[src/seq_pkg.sv]
// constants, register map and state encodings of the transmit/receive sequencer
package seq_pkg;

  // system clock period and the base tick that all standby delays count in
  localparam int CLK_PERIOD_NS = 40;
  localparam int TICK_PERIOD_US = 500;
  localparam int TICK_CYCLES_DEF = (TICK_PERIOD_US * 1000) / CLK_PERIOD_NS;

  // delay figures in microseconds
  localparam int CARRIER_ON_DELAY_US = 10000;
  localparam int TX_RELEASE_US = 5000;
  localparam int TX_RELEASE_CW_US = 12500;
  localparam int CARRIER_OFF_CW_US = 8500;
  localparam int UNMUTE_DELAY_US = 12500;

  // the same delays as whole ticks; least times round up
  localparam int TW = 16;
  localparam logic [TW-1:0] CARRIER_ON_TICKS =
    TW'((CARRIER_ON_DELAY_US + TICK_PERIOD_US - 1) / TICK_PERIOD_US);
  localparam logic [TW-1:0] TX_RELEASE_TICKS =
    TW'((TX_RELEASE_US + TICK_PERIOD_US - 1) / TICK_PERIOD_US);
  localparam logic [TW-1:0] TX_RELEASE_CW_TICKS =
    TW'((TX_RELEASE_CW_US + TICK_PERIOD_US - 1) / TICK_PERIOD_US);
  localparam logic [TW-1:0] CARRIER_OFF_CW_TICKS =
    TW'((CARRIER_OFF_CW_US + TICK_PERIOD_US - 1) / TICK_PERIOD_US);
  localparam logic [TW-1:0] UNMUTE_TICKS =
    TW'((UNMUTE_DELAY_US + TICK_PERIOD_US - 1) / TICK_PERIOD_US);

  // register map, byte addresses on the 32-bit bus
  localparam int ADDR_W = 4;
  localparam logic [ADDR_W-1:0] CONTROL_OFFSET = 4'h0;
  localparam logic [ADDR_W-1:0] VOX_DELAY_OFFSET = 4'h4;
  localparam logic [ADDR_W-1:0] STATUS_OFFSET = 4'h8;

  // control register fields
  localparam int CTL_CW_MODE_BIT = 0;
  localparam int CTL_VOX_EN_BIT = 1;
  localparam int CTL_SEMI_BIT = 2;
  localparam int CTL_W = 3;
  localparam logic [CTL_W-1:0] CONTROL_RESET = 3'h0;

  // hang time of semi break-in, in ticks
  localparam logic [TW-1:0] VOX_DELAY_RESET = 16'h0190;

  // status register fields
  localparam int ST_TX_BIT = 0;
  localparam int ST_RX_BIT = 1;
  localparam int ST_CARRIER_BIT = 2;
  localparam int ST_UNMUTE_N_BIT = 3;
  localparam int ST_KEY_BIT = 4;
  localparam int ST_INHIBIT_N_BIT = 5;
  localparam int ST_HOLD_BIT = 6;
  localparam int ST_W = 7;

  // bus responses
  localparam logic [1:0] RESP_OKAY = 2'h0;
  localparam logic [1:0] RESP_DECERR = 2'h3;

  typedef enum logic [2:0] {
    SEQ_RX = 3'b001,
    SEQ_TX = 3'b010,
    SEQ_HANG = 3'b100
  } seq_state_t;

endpackage

[src/tick_delay.sv]
// delay timer: counts whole ticks from the moment its enable rises
`timescale 1ns/100ps
module tick_delay #(
  parameter int TICK_CYCLES = seq_pkg::TICK_CYCLES_DEF
) (
  input wire logic clk_sys,
  input wire logic resetn,
  input wire logic enable,
  input wire logic [seq_pkg::TW-1:0] length,
  output logic done
);
  import seq_pkg::*;

  // own prescaler restarts with enable, so the delay is exact, not tick-jittered
  logic [15:0] pre_q;
  logic [15:0] pre_d;
  logic [TW-1:0] cnt_q;
  logic [TW-1:0] cnt_d;

  assign done = enable && (cnt_q == length);

  always_comb begin
    pre_d = pre_q;
    cnt_d = cnt_q;
    if (!enable) begin
      pre_d = 16'h0000;
      cnt_d = '0;
    end else if (cnt_q != length) begin
      if (pre_q == 16'(TICK_CYCLES - 1)) begin
        pre_d = 16'h0000;
        cnt_d = cnt_q + 1'b1;
      end else begin
        pre_d = pre_q + 16'h0001;
      end
    end
  end

  always_ff @(posedge clk_sys) begin
    if (!resetn) begin
      pre_q <= 16'h0000;
      cnt_q <= '0;
    end else begin
      pre_q <= pre_d;
      cnt_q <= cnt_d;
    end
  end

endmodule

[src/transmit_receive_sequencer.sv]
// transmit/receive standby sequencer with its AXI4-Lite register slave
//
// What this block does
// - after manual non-cw standby release, receive_unmute_n goes low only 17.5 ms later.
// - manual standby raises carrier_keying 10 ms after transmit_active rises.
// - receive_unmute_n stays high 12.5 ms after receive_active rises, then low.
// - full break-in with vox raises transmit_active at key press if tx_inhibit_n high.
// - full break-in raises carrier_keying 10 ms after key press.
// - in cw full break-in transmit_active falls 12.5 ms after key release.
// - in cw mode carrier_keying holds 8.5 ms after key release.
// - after cw key release receive unmutes 12.5 ms after transmit_active falls, as manual standby.
// - semi break-in key press sets a hold that lasts the vox delay setting after key release.
// - semi break-in hold asserts transmit_active only while vox is enabled.
// - semi break-in raises carrier_keying 10 ms after key press.
// - semi break-in drops carrier_keying 8.5 ms after key release.
// - terminal_standby_n low acts exactly like a manual standby request.
// - transmit_active never asserts while tx_inhibit_n is low.
// - manual non-cw release drops transmit_active 5 ms later, receive_active rises.
// - manual non-cw release drops carrier_keying at once.
// - receive_active is always the complement of transmit_active.
//
// Decided for this implementation: the placing of the registers and register access over AXI4-Lite.
`timescale 1ns/100ps
module transmit_receive_sequencer #(
  parameter int TICK_CYCLES = seq_pkg::TICK_CYCLES_DEF
) (
  input wire logic clk_sys,
  input wire logic resetn,
  // standby and keying pins; the inputs and receive_unmute_n are active low
  input wire logic standby_n,
  input wire logic key_n,
  input wire logic tx_inhibit_n,
  input wire logic terminal_standby_n,
  output logic transmit_active,
  output logic receive_active,
  output logic carrier_keying,
  output logic receive_unmute_n,
  // AXI4-Lite slave
  input wire logic [seq_pkg::ADDR_W-1:0] awaddr,
  input wire logic awvalid,
  output logic awready,
  input wire logic [31:0] wdata,
  input wire logic [3:0] wstrb,
  input wire logic wvalid,
  output logic wready,
  output logic [1:0] bresp,
  output logic bvalid,
  input wire logic bready,
  input wire logic [seq_pkg::ADDR_W-1:0] araddr,
  input wire logic arvalid,
  output logic arready,
  output logic [31:0] rdata,
  output logic [1:0] rresp,
  output logic rvalid,
  input wire logic rready
);
  import seq_pkg::*;

  // ---------------- register slave ----------------
  logic aw_held_q, aw_held_d;
  logic [ADDR_W-1:0] aw_addr_q, aw_addr_d;
  logic w_held_q, w_held_d;
  logic [31:0] w_data_q, w_data_d;
  logic [3:0] w_strb_q, w_strb_d;
  logic bvalid_q, bvalid_d;
  logic [1:0] bresp_q, bresp_d;
  logic rvalid_q, rvalid_d;
  logic [1:0] rresp_q, rresp_d;
  logic [31:0] rdata_q, rdata_d;
  logic [CTL_W-1:0] control_q, control_d;
  logic [TW-1:0] vox_delay_q, vox_delay_d;
  logic [ST_W-1:0] status;

  // sequencer state, declared here because the status word reads it
  seq_state_t state_q, state_d;
  logic tx_q, tx_d;
  logic rx_q, rx_d;
  logic carrier_q, carrier_d;
  logic unmute_n_q, unmute_n_d;
  logic hold_q, hold_d;

  logic cw_mode_active;
  logic vox_enable;
  logic semi_break_in;

  assign cw_mode_active = control_q[CTL_CW_MODE_BIT];
  assign vox_enable = control_q[CTL_VOX_EN_BIT];
  assign semi_break_in = control_q[CTL_SEMI_BIT];

  assign awready = !aw_held_q && !bvalid_q;
  assign wready = !w_held_q && !bvalid_q;
  assign arready = !rvalid_q;
  assign bvalid = bvalid_q;
  assign bresp = bresp_q;
  assign rvalid = rvalid_q;
  assign rresp = rresp_q;
  assign rdata = rdata_q;

  always_comb begin
    status = '0;
    status[ST_TX_BIT] = tx_q;
    status[ST_RX_BIT] = rx_q;
    status[ST_CARRIER_BIT] = carrier_q;
    status[ST_UNMUTE_N_BIT] = unmute_n_q;
    status[ST_KEY_BIT] = !key_n;
    status[ST_INHIBIT_N_BIT] = tx_inhibit_n;
    status[ST_HOLD_BIT] = hold_q;
  end

  always_comb begin
    aw_held_d = aw_held_q;
    aw_addr_d = aw_addr_q;
    w_held_d = w_held_q;
    w_data_d = w_data_q;
    w_strb_d = w_strb_q;
    bvalid_d = bvalid_q;
    bresp_d = bresp_q;
    rvalid_d = rvalid_q;
    rresp_d = rresp_q;
    rdata_d = rdata_q;
    control_d = control_q;
    vox_delay_d = vox_delay_q;
    // address and data may arrive in either order; each is held until both are in
    if (awvalid && awready) begin
      aw_held_d = 1'b1;
      aw_addr_d = awaddr;
    end
    if (wvalid && wready) begin
      w_held_d = 1'b1;
      w_data_d = wdata;
      w_strb_d = wstrb;
    end
    if (aw_held_q && w_held_q && !bvalid_q) begin
      aw_held_d = 1'b0;
      w_held_d = 1'b0;
      bvalid_d = 1'b1;
      bresp_d = RESP_OKAY;
      unique case (aw_addr_q)
        CONTROL_OFFSET: begin
          if (w_strb_q[0]) begin
            control_d = w_data_q[CTL_W-1:0];
          end
        end
        VOX_DELAY_OFFSET: begin
          if (w_strb_q[0]) begin
            vox_delay_d[7:0] = w_data_q[7:0];
          end
          if (w_strb_q[1]) begin
            vox_delay_d[15:8] = w_data_q[15:8];
          end
        end
        // status is read only; a write there is accepted and ignored
        STATUS_OFFSET: begin
        end
        default: begin
          bresp_d = RESP_DECERR;
        end
      endcase
    end else if (bvalid_q && bready) begin
      bvalid_d = 1'b0;
    end
    if (arvalid && arready) begin
      rvalid_d = 1'b1;
      rresp_d = RESP_OKAY;
      rdata_d = 32'h00000000;
      unique case (araddr)
        CONTROL_OFFSET: rdata_d[CTL_W-1:0] = control_q;
        VOX_DELAY_OFFSET: rdata_d[TW-1:0] = vox_delay_q;
        STATUS_OFFSET: rdata_d[ST_W-1:0] = status;
        default: rresp_d = RESP_DECERR;
      endcase
    end else if (rvalid_q && rready) begin
      rvalid_d = 1'b0;
    end
  end

  always_ff @(posedge clk_sys) begin
    if (!resetn) begin
      aw_held_q <= 1'b0;
      aw_addr_q <= '0;
      w_held_q <= 1'b0;
      w_data_q <= 32'h00000000;
      w_strb_q <= 4'h0;
      bvalid_q <= 1'b0;
      bresp_q <= RESP_OKAY;
      rvalid_q <= 1'b0;
      rresp_q <= RESP_OKAY;
      rdata_q <= 32'h00000000;
      control_q <= CONTROL_RESET;
      vox_delay_q <= VOX_DELAY_RESET;
    end else begin
      aw_held_q <= aw_held_d;
      aw_addr_q <= aw_addr_d;
      w_held_q <= w_held_d;
      w_data_q <= w_data_d;
      w_strb_q <= w_strb_d;
      bvalid_q <= bvalid_d;
      bresp_q <= bresp_d;
      rvalid_q <= rvalid_d;
      rresp_q <= rresp_d;
      rdata_q <= rdata_d;
      control_q <= control_d;
      vox_delay_q <= vox_delay_d;
    end
  end

  // ---------------- request decoding ----------------
  logic manual_request, key_down, break_request, request, keying_source;

  // the data terminal simply parallels the standby switch
  assign manual_request = !standby_n || !terminal_standby_n;
  // the key is only meaningful when the cw path is selected
  assign key_down = cw_mode_active && !key_n;

  always_comb begin
    break_request = 1'b0;
    if (cw_mode_active && vox_enable) begin
      if (semi_break_in) begin
        break_request = hold_q;
      end else begin
        break_request = key_down;
      end
    end
  end

  assign request = manual_request || break_request;
  // carrier follows the key or the standby request in cw, the standby request alone otherwise
  assign keying_source = manual_request || key_down;

  // ---------------- delay timers ----------------
  logic hold_done, release_done, carrier_on_done, carrier_off_done, unmute_done;
  logic [TW-1:0] release_len;

  // in cw mode a key-up or standby release hangs longer than a non-cw release
  assign release_len = cw_mode_active ? TX_RELEASE_CW_TICKS : TX_RELEASE_TICKS;

  // semi break-in hang runs from key release; a new press restarts it
  tick_delay #(.TICK_CYCLES(TICK_CYCLES)) hold_timer (
    .clk_sys(clk_sys),
    .resetn(resetn),
    .enable(hold_q && !key_down),
    .length(vox_delay_q),
    .done(hold_done)
  );

  tick_delay #(.TICK_CYCLES(TICK_CYCLES)) release_timer (
    .clk_sys(clk_sys),
    .resetn(resetn),
    .enable(state_q == SEQ_HANG),
    .length(release_len),
    .done(release_done)
  );

  // carrier waits 10 ms after transmit is up
  tick_delay #(.TICK_CYCLES(TICK_CYCLES)) carrier_on_timer (
    .clk_sys(clk_sys),
    .resetn(resetn),
    .enable(keying_source && tx_q && !carrier_q),
    .length(CARRIER_ON_TICKS),
    .done(carrier_on_done)
  );

  tick_delay #(.TICK_CYCLES(TICK_CYCLES)) carrier_off_timer (
    .clk_sys(clk_sys),
    .resetn(resetn),
    .enable(carrier_q && !keying_source && cw_mode_active),
    .length(CARRIER_OFF_CW_TICKS),
    .done(carrier_off_done)
  );

  // receive path stays muted 12.5 ms after receive comes back
  tick_delay #(.TICK_CYCLES(TICK_CYCLES)) unmute_timer (
    .clk_sys(clk_sys),
    .resetn(resetn),
    .enable(rx_q && unmute_n_q),
    .length(UNMUTE_TICKS),
    .done(unmute_done)
  );

  // ---------------- sequencer ----------------
  always_comb begin
    state_d = state_q;
    hold_d = hold_q;
    if (key_down && semi_break_in) begin
      hold_d = 1'b1;
    end else if (hold_done || !semi_break_in) begin
      hold_d = 1'b0;
    end
    unique case (state_q)
      SEQ_RX: begin
        if (request && tx_inhibit_n) begin
          state_d = SEQ_TX;
        end
      end
      SEQ_TX: begin
        if (!tx_inhibit_n) begin
          state_d = SEQ_RX;
        end else if (!request) begin
          state_d = SEQ_HANG;
        end
      end
      SEQ_HANG: begin
        if (!tx_inhibit_n) begin
          state_d = SEQ_RX;
        end else if (request) begin
          state_d = SEQ_TX;
        end else if (release_done) begin
          state_d = SEQ_RX;
        end
      end
      default: begin
        state_d = SEQ_RX;
      end
    endcase
    tx_d = (state_d != SEQ_RX);
    rx_d = !tx_d;

    carrier_d = carrier_q;
    if (!tx_q || !tx_inhibit_n) begin
      carrier_d = 1'b0;
    end else if (!carrier_q) begin
      carrier_d = carrier_on_done;
    end else if (!keying_source) begin
      // cw keeps the carrier for the waveform tail; otherwise it drops at once
      if (cw_mode_active) begin
        carrier_d = !carrier_off_done;
      end else begin
        carrier_d = 1'b0;
      end
    end

    unmute_n_d = unmute_n_q;
    if (tx_q) begin
      unmute_n_d = 1'b1;
    end else if (unmute_done) begin
      unmute_n_d = 1'b0;
    end
  end

  // reset lands in plain receive with the receive path open
  always_ff @(posedge clk_sys) begin
    if (!resetn) begin
      state_q <= SEQ_RX;
      tx_q <= 1'b0;
      rx_q <= 1'b1;
      carrier_q <= 1'b0;
      unmute_n_q <= 1'b0;
      hold_q <= 1'b0;
    end else begin
      state_q <= state_d;
      tx_q <= tx_d;
      rx_q <= rx_d;
      carrier_q <= carrier_d;
      unmute_n_q <= unmute_n_d;
      hold_q <= hold_d;
    end
  end

  assign transmit_active = tx_q;
  assign receive_active = rx_q;
  assign carrier_keying = carrier_q;
  assign receive_unmute_n = unmute_n_q;

endmodule

[config.mk]
export PLATFORM = sky130hd
export DESIGN_NAME = transmit_receive_sequencer
export DESIGN_NICKNAME = d
export VERILOG_FILES = /design/src/seq_pkg.sv /design/src/tick_delay.sv /design/src/transmit_receive_sequencer.sv
export SDC_FILE = /design/constraint.sdc
export NUM_CORES = 1
export LEC_CHECK = 0
export BUFFER_PORTS_ARGS = -buffer_cell sky130_fd_sc_hd__clkbuf_2
export CAP_MARGIN = 20
export CORE_ASPECT_RATIO = 0.7
export CORE_UTILIZATION = 43
export CTS_BUF_LIST = sky130_fd_sc_hd__clkbuf_4
export CTS_CLUSTER_SIZE = 10
export DETAILED_ROUTE_END_ITERATION = 6
export PLACE_DENSITY = 0.74
export SETUP_SLACK_MARGIN = 0.2
export SKIP_LAST_GASP = 1
export SLEW_MARGIN = 20
export SYNTH_ARGS = -nofsm -noshare
export SYNTH_HDL_FRONTEND = slang
export SYNTH_HIERARCHICAL = 1
export SYNTH_SLANG_ARGS = --single-unit
[constraint.sdc]
create_clock -name clk_sys -period 2.6 [get_ports clk_sys]
set_clock_uncertainty 0.15 [all_clocks]
set_input_delay 0.13 -clock clk_sys [delete_from_list [all_inputs] [get_ports clk_sys]]
set_output_delay 0.13 -clock clk_sys [all_outputs]
set_load 0.05 [all_outputs]
==> run_results.csv, run 1 <==
group,metric,value,unit
logic_synthesis,yosysWarnings,6,
critical_path,start_kind,"flop",
timing,timing.final.crit_share,1.06,
clocking,cts_max_path_buffers,3,
power_and_ir_drop,p_clk_frac,0.431,
finish,final_nets,1856,
clocking,clk_latency,0.74,ns
floorplanning,design.core.area,0.0279,mm^2
finish,final_cell_mix,"dfxtp_1, nand2_1, a21oi_1",
power_and_ir_drop,p_per_area,463,mW/mm^2
flow_run,cap_violations,0,
clocking,cts_tree,"done",
clocking,cts_sinks,231,
logic_synthesis,netlist-cell-type-count,57,
critical_path,crit_type,"flop to flop",
drt,drt-vias-per-instance,5.80,
drt,drt_first_pass_iters,5,
global_route,met2_usage,0.365,
logic_synthesis,yosysSeqAreaShare,0.375,
finish,synthToLayoutAreaGrowth,28.8,%
clocking,root_buffer,"clkbuf_4",
global_route,grt_start_max_net_pins,59,
timing,drv_slew,0,
power_and_ir_drop,swShare,0.271,
drt,routed_wl,35.2,mm
placed_design,place_ws,-0.112,ns
run_status,failed_checks,"negative setup slack",
logic_synthesis,yosysTopAreaCell,"dfxtp_1",
finish,final_common_cell,"dfxtp_1",
timing,rsz0062_at_grt,"true",
drt,antenna_left,0,
critical_path,r2r_cells,5,
min_path,hold_path.class,"input port to flop",
global_route,grt_most_used_layer,"met2",
timing,fin_tns_setup,-1.76,ns
clocking,clkTransAtPathRegs,0.07,ns
timing,finalSetupViolCount,21,
power_and_ir_drop,p_int,5.36,mW
critical_path,required,3.09,ns
timing,hold_viol_final,0,
logic_synthesis,yosys-top-cells-area,"dfxtp_1, a21oi_1, xor2_1, nand2_1, nand3_1",
placed_design,gp_congestion,0.887,
timing,min_period,2.75,ns
floorplanning,start_util,0.441,
global_route,met3_usage,0.0433,
floorplanning,die_w,204,um
logic_synthesis,netlist.area_leader.share,0.375,
drt,drt_iter0_drc,1080,
timing,max_slew_margin,0.494,
global_route,grt-ovfl-total,0,
drt,drc,0,
global_route,grt_pass1_vias,11500,
drt,vias,12800,
logic_synthesis,synth_edf_count,0,
min_path,hold_depth,4,
clocking,htreeDepth,2,
global_route,use_met1,0.315,
logic_synthesis,synth-async-reset-ratio,0,
logic_synthesis,ys.flop_type,"dfxtp_1",
timing,finalWorstSetupSlack,-0.149,ns
critical_path,endpoint_kind,"flop",
critical_path,path_max_fanout,5,
critical_path,arrival,3.24,ns
timing,max_freq,364,MHz
logic_synthesis,netlist_area,0.0123,mm^2
global_route,track_usage,0.230,
power_and_ir_drop,fin_total_pwr,7.35,mW
power_and_ir_drop,cellLeakagePower,5.70,nW
timing,worst_slew_pin_slew,0.757,ns
floorplanning,fp-row-count,51,
power_and_ir_drop,combPwrFrac,0.076,
logic_synthesis,synth_seq_cells,231,
drt,post_drt_wl_per_cell,15.9,um
finish,drive_gt1_frac,0.224,
global_route,antenna_found_initial,1,
power_and_ir_drop,peakVddDrop,315,uV
placed_design,io_buffers,65,
floorplanning,die_y,144,um
power_and_ir_drop,p_sw,1.99,mW
clocking,cts_buffers,61,
power_and_ir_drop,p_seq_frac,0.494,
floorplanning,io-pin-count,100,
timing,whs,0.139,ns
run_status,status,"finished with violations",
logic_synthesis,syn_inst,1506,
placed_design,hpwlAfterDp,22.4,mm
global_route,grt_first_pass_wirelength,56.2,mm
logic_synthesis,synth.avg_cell_area,8.18,um^2
floorplanning,die_area,0.0293,mm^2
## worst paths after layout
check | from | to | slack, ns
max | carrier_on_timer/pre_q[9] | carrier_on_timer/cnt_q[14] | -0.15
min | bready | bvalid | 0.14
max reg2reg | carrier_on_timer/pre_q[9] | carrier_on_timer/cnt_q[14] | -0.15
min reg2reg | w_data_q[6] | w_data_q[6] | 0.31
## per-stage QoR
| step | instance area (um^2) | utilization | instances |
|---|---|---|---|
| global route | 15900 | 0.568 | 2209 |
| finish | 15900 | 0.568 | 2209 |
| detailed placement | 13700 | 0.491 | 2003 |
| global placement | 13700 | 0.491 | 2003 |
| CTS | 15400 | 0.551 | 2197 |
| floorplan | 12700 | - | 1581 |
## registers in the layout, indices dropped and copies added (netlist names), 2 cells and up
| name | flops |
|---|---|
| release_timer/cnt_q | 16 |
| unmute_timer/pre_q | 16 |
| hold_timer/cnt_q | 16 |
| aw_addr_q | 4 |
| release_timer/pre_q | 16 |
| rdata | 16 |
| state_q | 3 |
| carrier_off_timer/pre_q | 16 |
| w_strb_q | 2 |
| unmute_timer/cnt_q | 16 |
| carrier_on_timer/pre_q | 16 |
| hold_timer/pre_q | 16 |
| w_data_q | 16 |
| carrier_on_timer/cnt_q | 16 |
| control_q | 3 |
| vox_delay_q | 16 |
| carrier_off_timer/cnt_q | 16 |
## per-layer routing
layer	share of wire	routed length [um]
met1	0.45	15900
met2	0.46	16000
met3	0.073	2550
met4	0.020	697
met5	0	0
## logic make-up (layout without fill, tap and decap cells)
logic type	Yosys count	in the layout	share of synthesized area
mux	17	17	0.0138
buf+inv	126	382	0.0470
xor+xnor	81	81	0.0576
simple gates	654	654	0.298
fa+ha+maj	10	10	0.0102
other cells	2	78	0.000610
compound gates	385	385	0.197
flops	231	231	0.375
## power groups by stage
stage	clock (mW)	sequential, mW	combinational, mW
finish	3.17	3.63	0.556
floorplan	0	3.72	0.321
detailed placement	0	3.71	0.431
global placement	0	3.70	0.423
global route	3.44	3.63	0.598
CTS	3.23	3.62	0.532
## critical path, cell delays in order (launching register included)
cell     delay [ns]
dfxtp_2        0.32
or4_4          0.54
or4_4          0.60
or4_4          0.52
or4_1          0.41
a21oi_1        0.13
## cells in the mapped netlist (4+ instances only)
library cell  number
or3_1             51
ha_1              10
o2bb2ai_1         13
or4b_1             7
and3_1            17
and4_1            10
nand4_1           40
or3b_2             6
o31ai_1           47
nand2_1          166
a211oi_1           5
o21ai_0           91
a31oi_1            5
a32o_1            39
nor3_1            41
inv_1              7
nand2b_1          15
a21oi_1          147
and2_1            17
and3b_1            7
xor2_1            80
nor2b_1            4
o41ai_1            5
dfxtp_1          231
o211ai_1          10
or4_4             10
buf_4             20
a32oi_1            9
clkbuf_2           6
mux2i_1           17
clkbuf_1          73
nor3b_1            9
or4_1             60
nand3_1           98
buf_1              6
nor2_1            39
buf_2             13
nor4_1            47
o22ai_1            5
## final cells by class
type | instances | area [um^2]
sequential | 231 | 4650
antenna | 1 | 2.50
clock buffer | 89 | 668
clock inverter | 20 | 88.8
tap | 371 | 464
inverter | 7 | 26.3
timing repair buffer | 266 | 2120
fill | 2440 | 12100
multi-input combinational | 1224 | 7850
## timing repair
action                                  CTS  global route
gates resized for setup                  20            87
cloned                                    1             2
hold buffers                             78             0
hold endpoints to repair                115             0
endpoints found under the setup margin   54            84
setup buffers                             6             9
pin swaps                                18            23
Note: power is estimated with default switching activity, not from simulation.
==> inputs of run 2 (changes only) <==
- ABC_AREA: default -> 1
- PLACE_DENSITY: 0.74 -> default
==> run_results.csv, run 2 <==
group,metric,value,unit
drt,vias,15000,
critical_path,crit_top_cell,"dlygate4sd3_1",
finish,final_nets,2787,
critical_path,critPathCapture,"rdata[1]",
finish,final_common_cell,"nand2_1",
clocking,root_buffer,"clkbuf_4",
timing,worst_slew_pin_slew,0.685,ns
finish,fill_cells,3318,
critical_path,r2r_cells,5,
clocking,clk_latency,0.77,ns
finish,final_cell_mix,"nand2_1, nor2_1, inv_1",
drt,drt_iter0_drc,1008,
critical_path,rr_endpoint,"aw_addr_q[2]",
timing,fin_tns_setup,0,ns
floorplanning,design.core.area,0.0326,mm^2
floorplanning,start_util,0.441,
power_and_ir_drop,cellLeakagePower,7.31,nW
timing,drv_slew,0,
logic_synthesis,yosysWarnings,6,
floorplanning,die_y,155,um
critical_path,rr_startpoint,"bvalid",
drt,antenna_left,0,
run_status,status,"finished with violations",
critical_path,worstSetupStartpoint,"araddr[1]",
timing,min_period,2.29,ns
global_route,grt_first_pass_wirelength,62.6,mm
logic_synthesis,synth_seq_cells,231,
clocking,cts_sinks,231,
clocking,cts_tree,"done",
placed_design,hpwlAfterDp,25.7,mm
placed_design,io_buffers,65,
critical_path,crit_path_cell_trace,"dlygate4sd3_1 > clkbuf_2 > nor2_1 > buf_4 > nand4_1 > dlygate4sd3_1 > nand3_1 > dlygate4sd3_1 > nand2_1 > a21oi_1",
floorplanning,die_w,220,um
drt,routed_wl,37.2,mm
critical_path,required,3.12,ns
clocking,clkTransAtPathRegs,0.07,ns
timing,timing.final.crit_share,0.881,
clocking,htreeDepth,2,
timing,max_slew_margin,0.543,
logic_synthesis,yosysSeqAreaShare,0.322,
placed_design,gp_congestion,0.857,
drt,drt-vias-per-instance,4.71,
logic_synthesis,synth.avg_cell_area,5.88,um^2
finish,drive_gt1_frac,0.0848,
logic_synthesis,netlist_area,0.0143,mm^2
finish,synthToLayoutAreaGrowth,18.4,%
drt,post_drt_wl_per_cell,11.7,um
critical_path,crit_type,"input port to flop",
clocking,cts_buffers,61,
logic_synthesis,netlist-cell-type-count,35,
min_path,hold_path.class,"input port to flop",
global_route,track_usage,0.220,
logic_synthesis,yosysMostFrequentCell,"nand2_1",
global_route,grt_start_max_net_pins,53,
critical_path,endpoint_kind,"flop",
timing,max_freq,437,MHz
logic_synthesis,synth_edf_count,0,
floorplanning,die_area,0.0341,mm^2
power_and_ir_drop,p_per_area,447,mW/mm^2
logic_synthesis,syn_inst,2437,
clocking,post_cts.repair.setup_buffers,0,
logic_synthesis,yosys-top-cells-count,"nand2_1, nor2_1, inv_1, nand3_1, dfxtp_1",
logic_synthesis,ys.flop_type,"dfxtp_1",
drt,drt_first_pass_iters,7,
global_route,grt_pass1_vias,13400,
critical_path,rrSetupSlack,0.44,ns
global_route,grt-ovfl-total,0,
run_status,failed_checks,"design-rule violations",
critical_path,critical_path.slowest_cell,"dlygate4sd3_1",
logic_synthesis,yosys-top-cells-area,"dfxtp_1, nand2_1, nor2_1, nand3_1, inv_1",
timing,hold_viol_final,0,
flow_run,cap_violations,0,
logic_synthesis,yosysTopAreaCell,"dfxtp_1",
timing,finalSetupViolCount,0,
critical_path,start_kind,"input port",
power_and_ir_drop,fin_total_pwr,7.60,mW
floorplanning,io-pin-count,100,
timing,rsz0062_at_grt,"false",
logic_synthesis,netlist.area_leader.share,0.322,
logic_synthesis,synth-async-reset-ratio,0,
power_and_ir_drop,peakVddDrop,361,uV
global_route,antenna_found_initial,1,
critical_path,path_max_fanout,8,
critical_path,arrival,2.81,ns
clocking,cts_max_path_buffers,3,
critical_path,cp_slowest_stage_delay,0.57,ns
drt,drc,3,
floorplanning,fp-row-count,55,
==> run 2: kinds of logic (layout without fill, tap and decap cells) <==
kind of cell / Yosys count / in the layout / synth area share
AO/OA/AOI/OAI: 249 / 249 / 0.0883
XOR/XNOR: 35 / 35 / 0.0214
adder cells (fa/ha/maj): 10 / 10 / 0.00872
buffers and inverters: 432 / 620 / 0.127
flip-flops: 231 / 231 / 0.322
other: 2 / 140 / 0.000524
AND/OR/NAND/NOR: 1478 / 1478 / 0.431
==> run 2: cell type report <==
| class | count | area [um^2] | share of cell area |
|---|---|---|---|
| well taps | 427 | 534 | 0.0315 |
| inverters | 345 | 1290 | 0.0763 |
| flip-flops and latches | 231 | 4620 | 0.272 |
| multi-input cells | 1910 | 8400 | 0.495 |
| clock inverters | 13 | 86.3 | 0.00508 |
| repair buffers | 173 | 1370 | 0.0805 |
| diodes | 2 | 5.00 | 0.000295 |
| clock buffers | 89 | 668 | 0.0393 |
==> run 2: power by group <==
part | switching (mW) | total (mW) | internal [mW] | leakage (nW)
sequential | 0.0508 | 3.65 | 3.60 | 1.87
combinational | 0.456 | 0.700 | 0.244 | 4.99
clock | 1.59 | 3.24 | 1.65 | 0.451
total | 2.10 | 7.60 | 5.50 | 7.31
==> run 2: how the worst min path moves through the flow <==
stage	startpoint	end	slack, ns	depth (start not counted)
after global routing	bready	bvalid	0.03	5
final	bready	bvalid	0.06	5
after detailed placement	wdata[11]	w_data_q[11]	0.24	3
after floorplan	resetn	receive_unmute_n	0.11	2
after global placement	wdata[4]	w_data_q[4]	0.23	3
after CTS	bready	bvalid	0.001	5
==> run 2: layer usage <==
metal  vias to the layer above  track usage  wire [um]
met5                         -            0          0
met4                         0       0.0706        859
met3                        68       0.0413       1890
met2                       311        0.335      15500
met1                      6574        0.312      18900
li1                       8075            -          -
==> run 2: critical path, delay by kind of cell <==
kind,cells,cell delay [ns]
AND/OR/NAND/NOR,4,0.56
buffers and inverters,5,1.99
AO/OA/AOI/OAI,1,0.13
==> run 2: timing repair <==
action | 4_1_cts | 5_1_grt
setup endpoints to repair | 0 | 9
hold endpoints to repair | 132 | 0
hold buffers | 87 | 0
resized for setup | 0 | 1
==> run 2: through the flow <==
step	worst slack [ns]	utilization	instance area [um^2]	hold slack, ns	cells
floorplan	0.442	-	14900	0.111	2573
CTS	0.359	0.521	17000	0.00131	3188
detailed placement	0.515	0.472	15300	0.239	2999
finish	0.310	0.522	17000	0.0577	3190
global placement	0.555	0.472	15300	0.235	2999
global route	0.209	0.522	17000	0.0310	3190
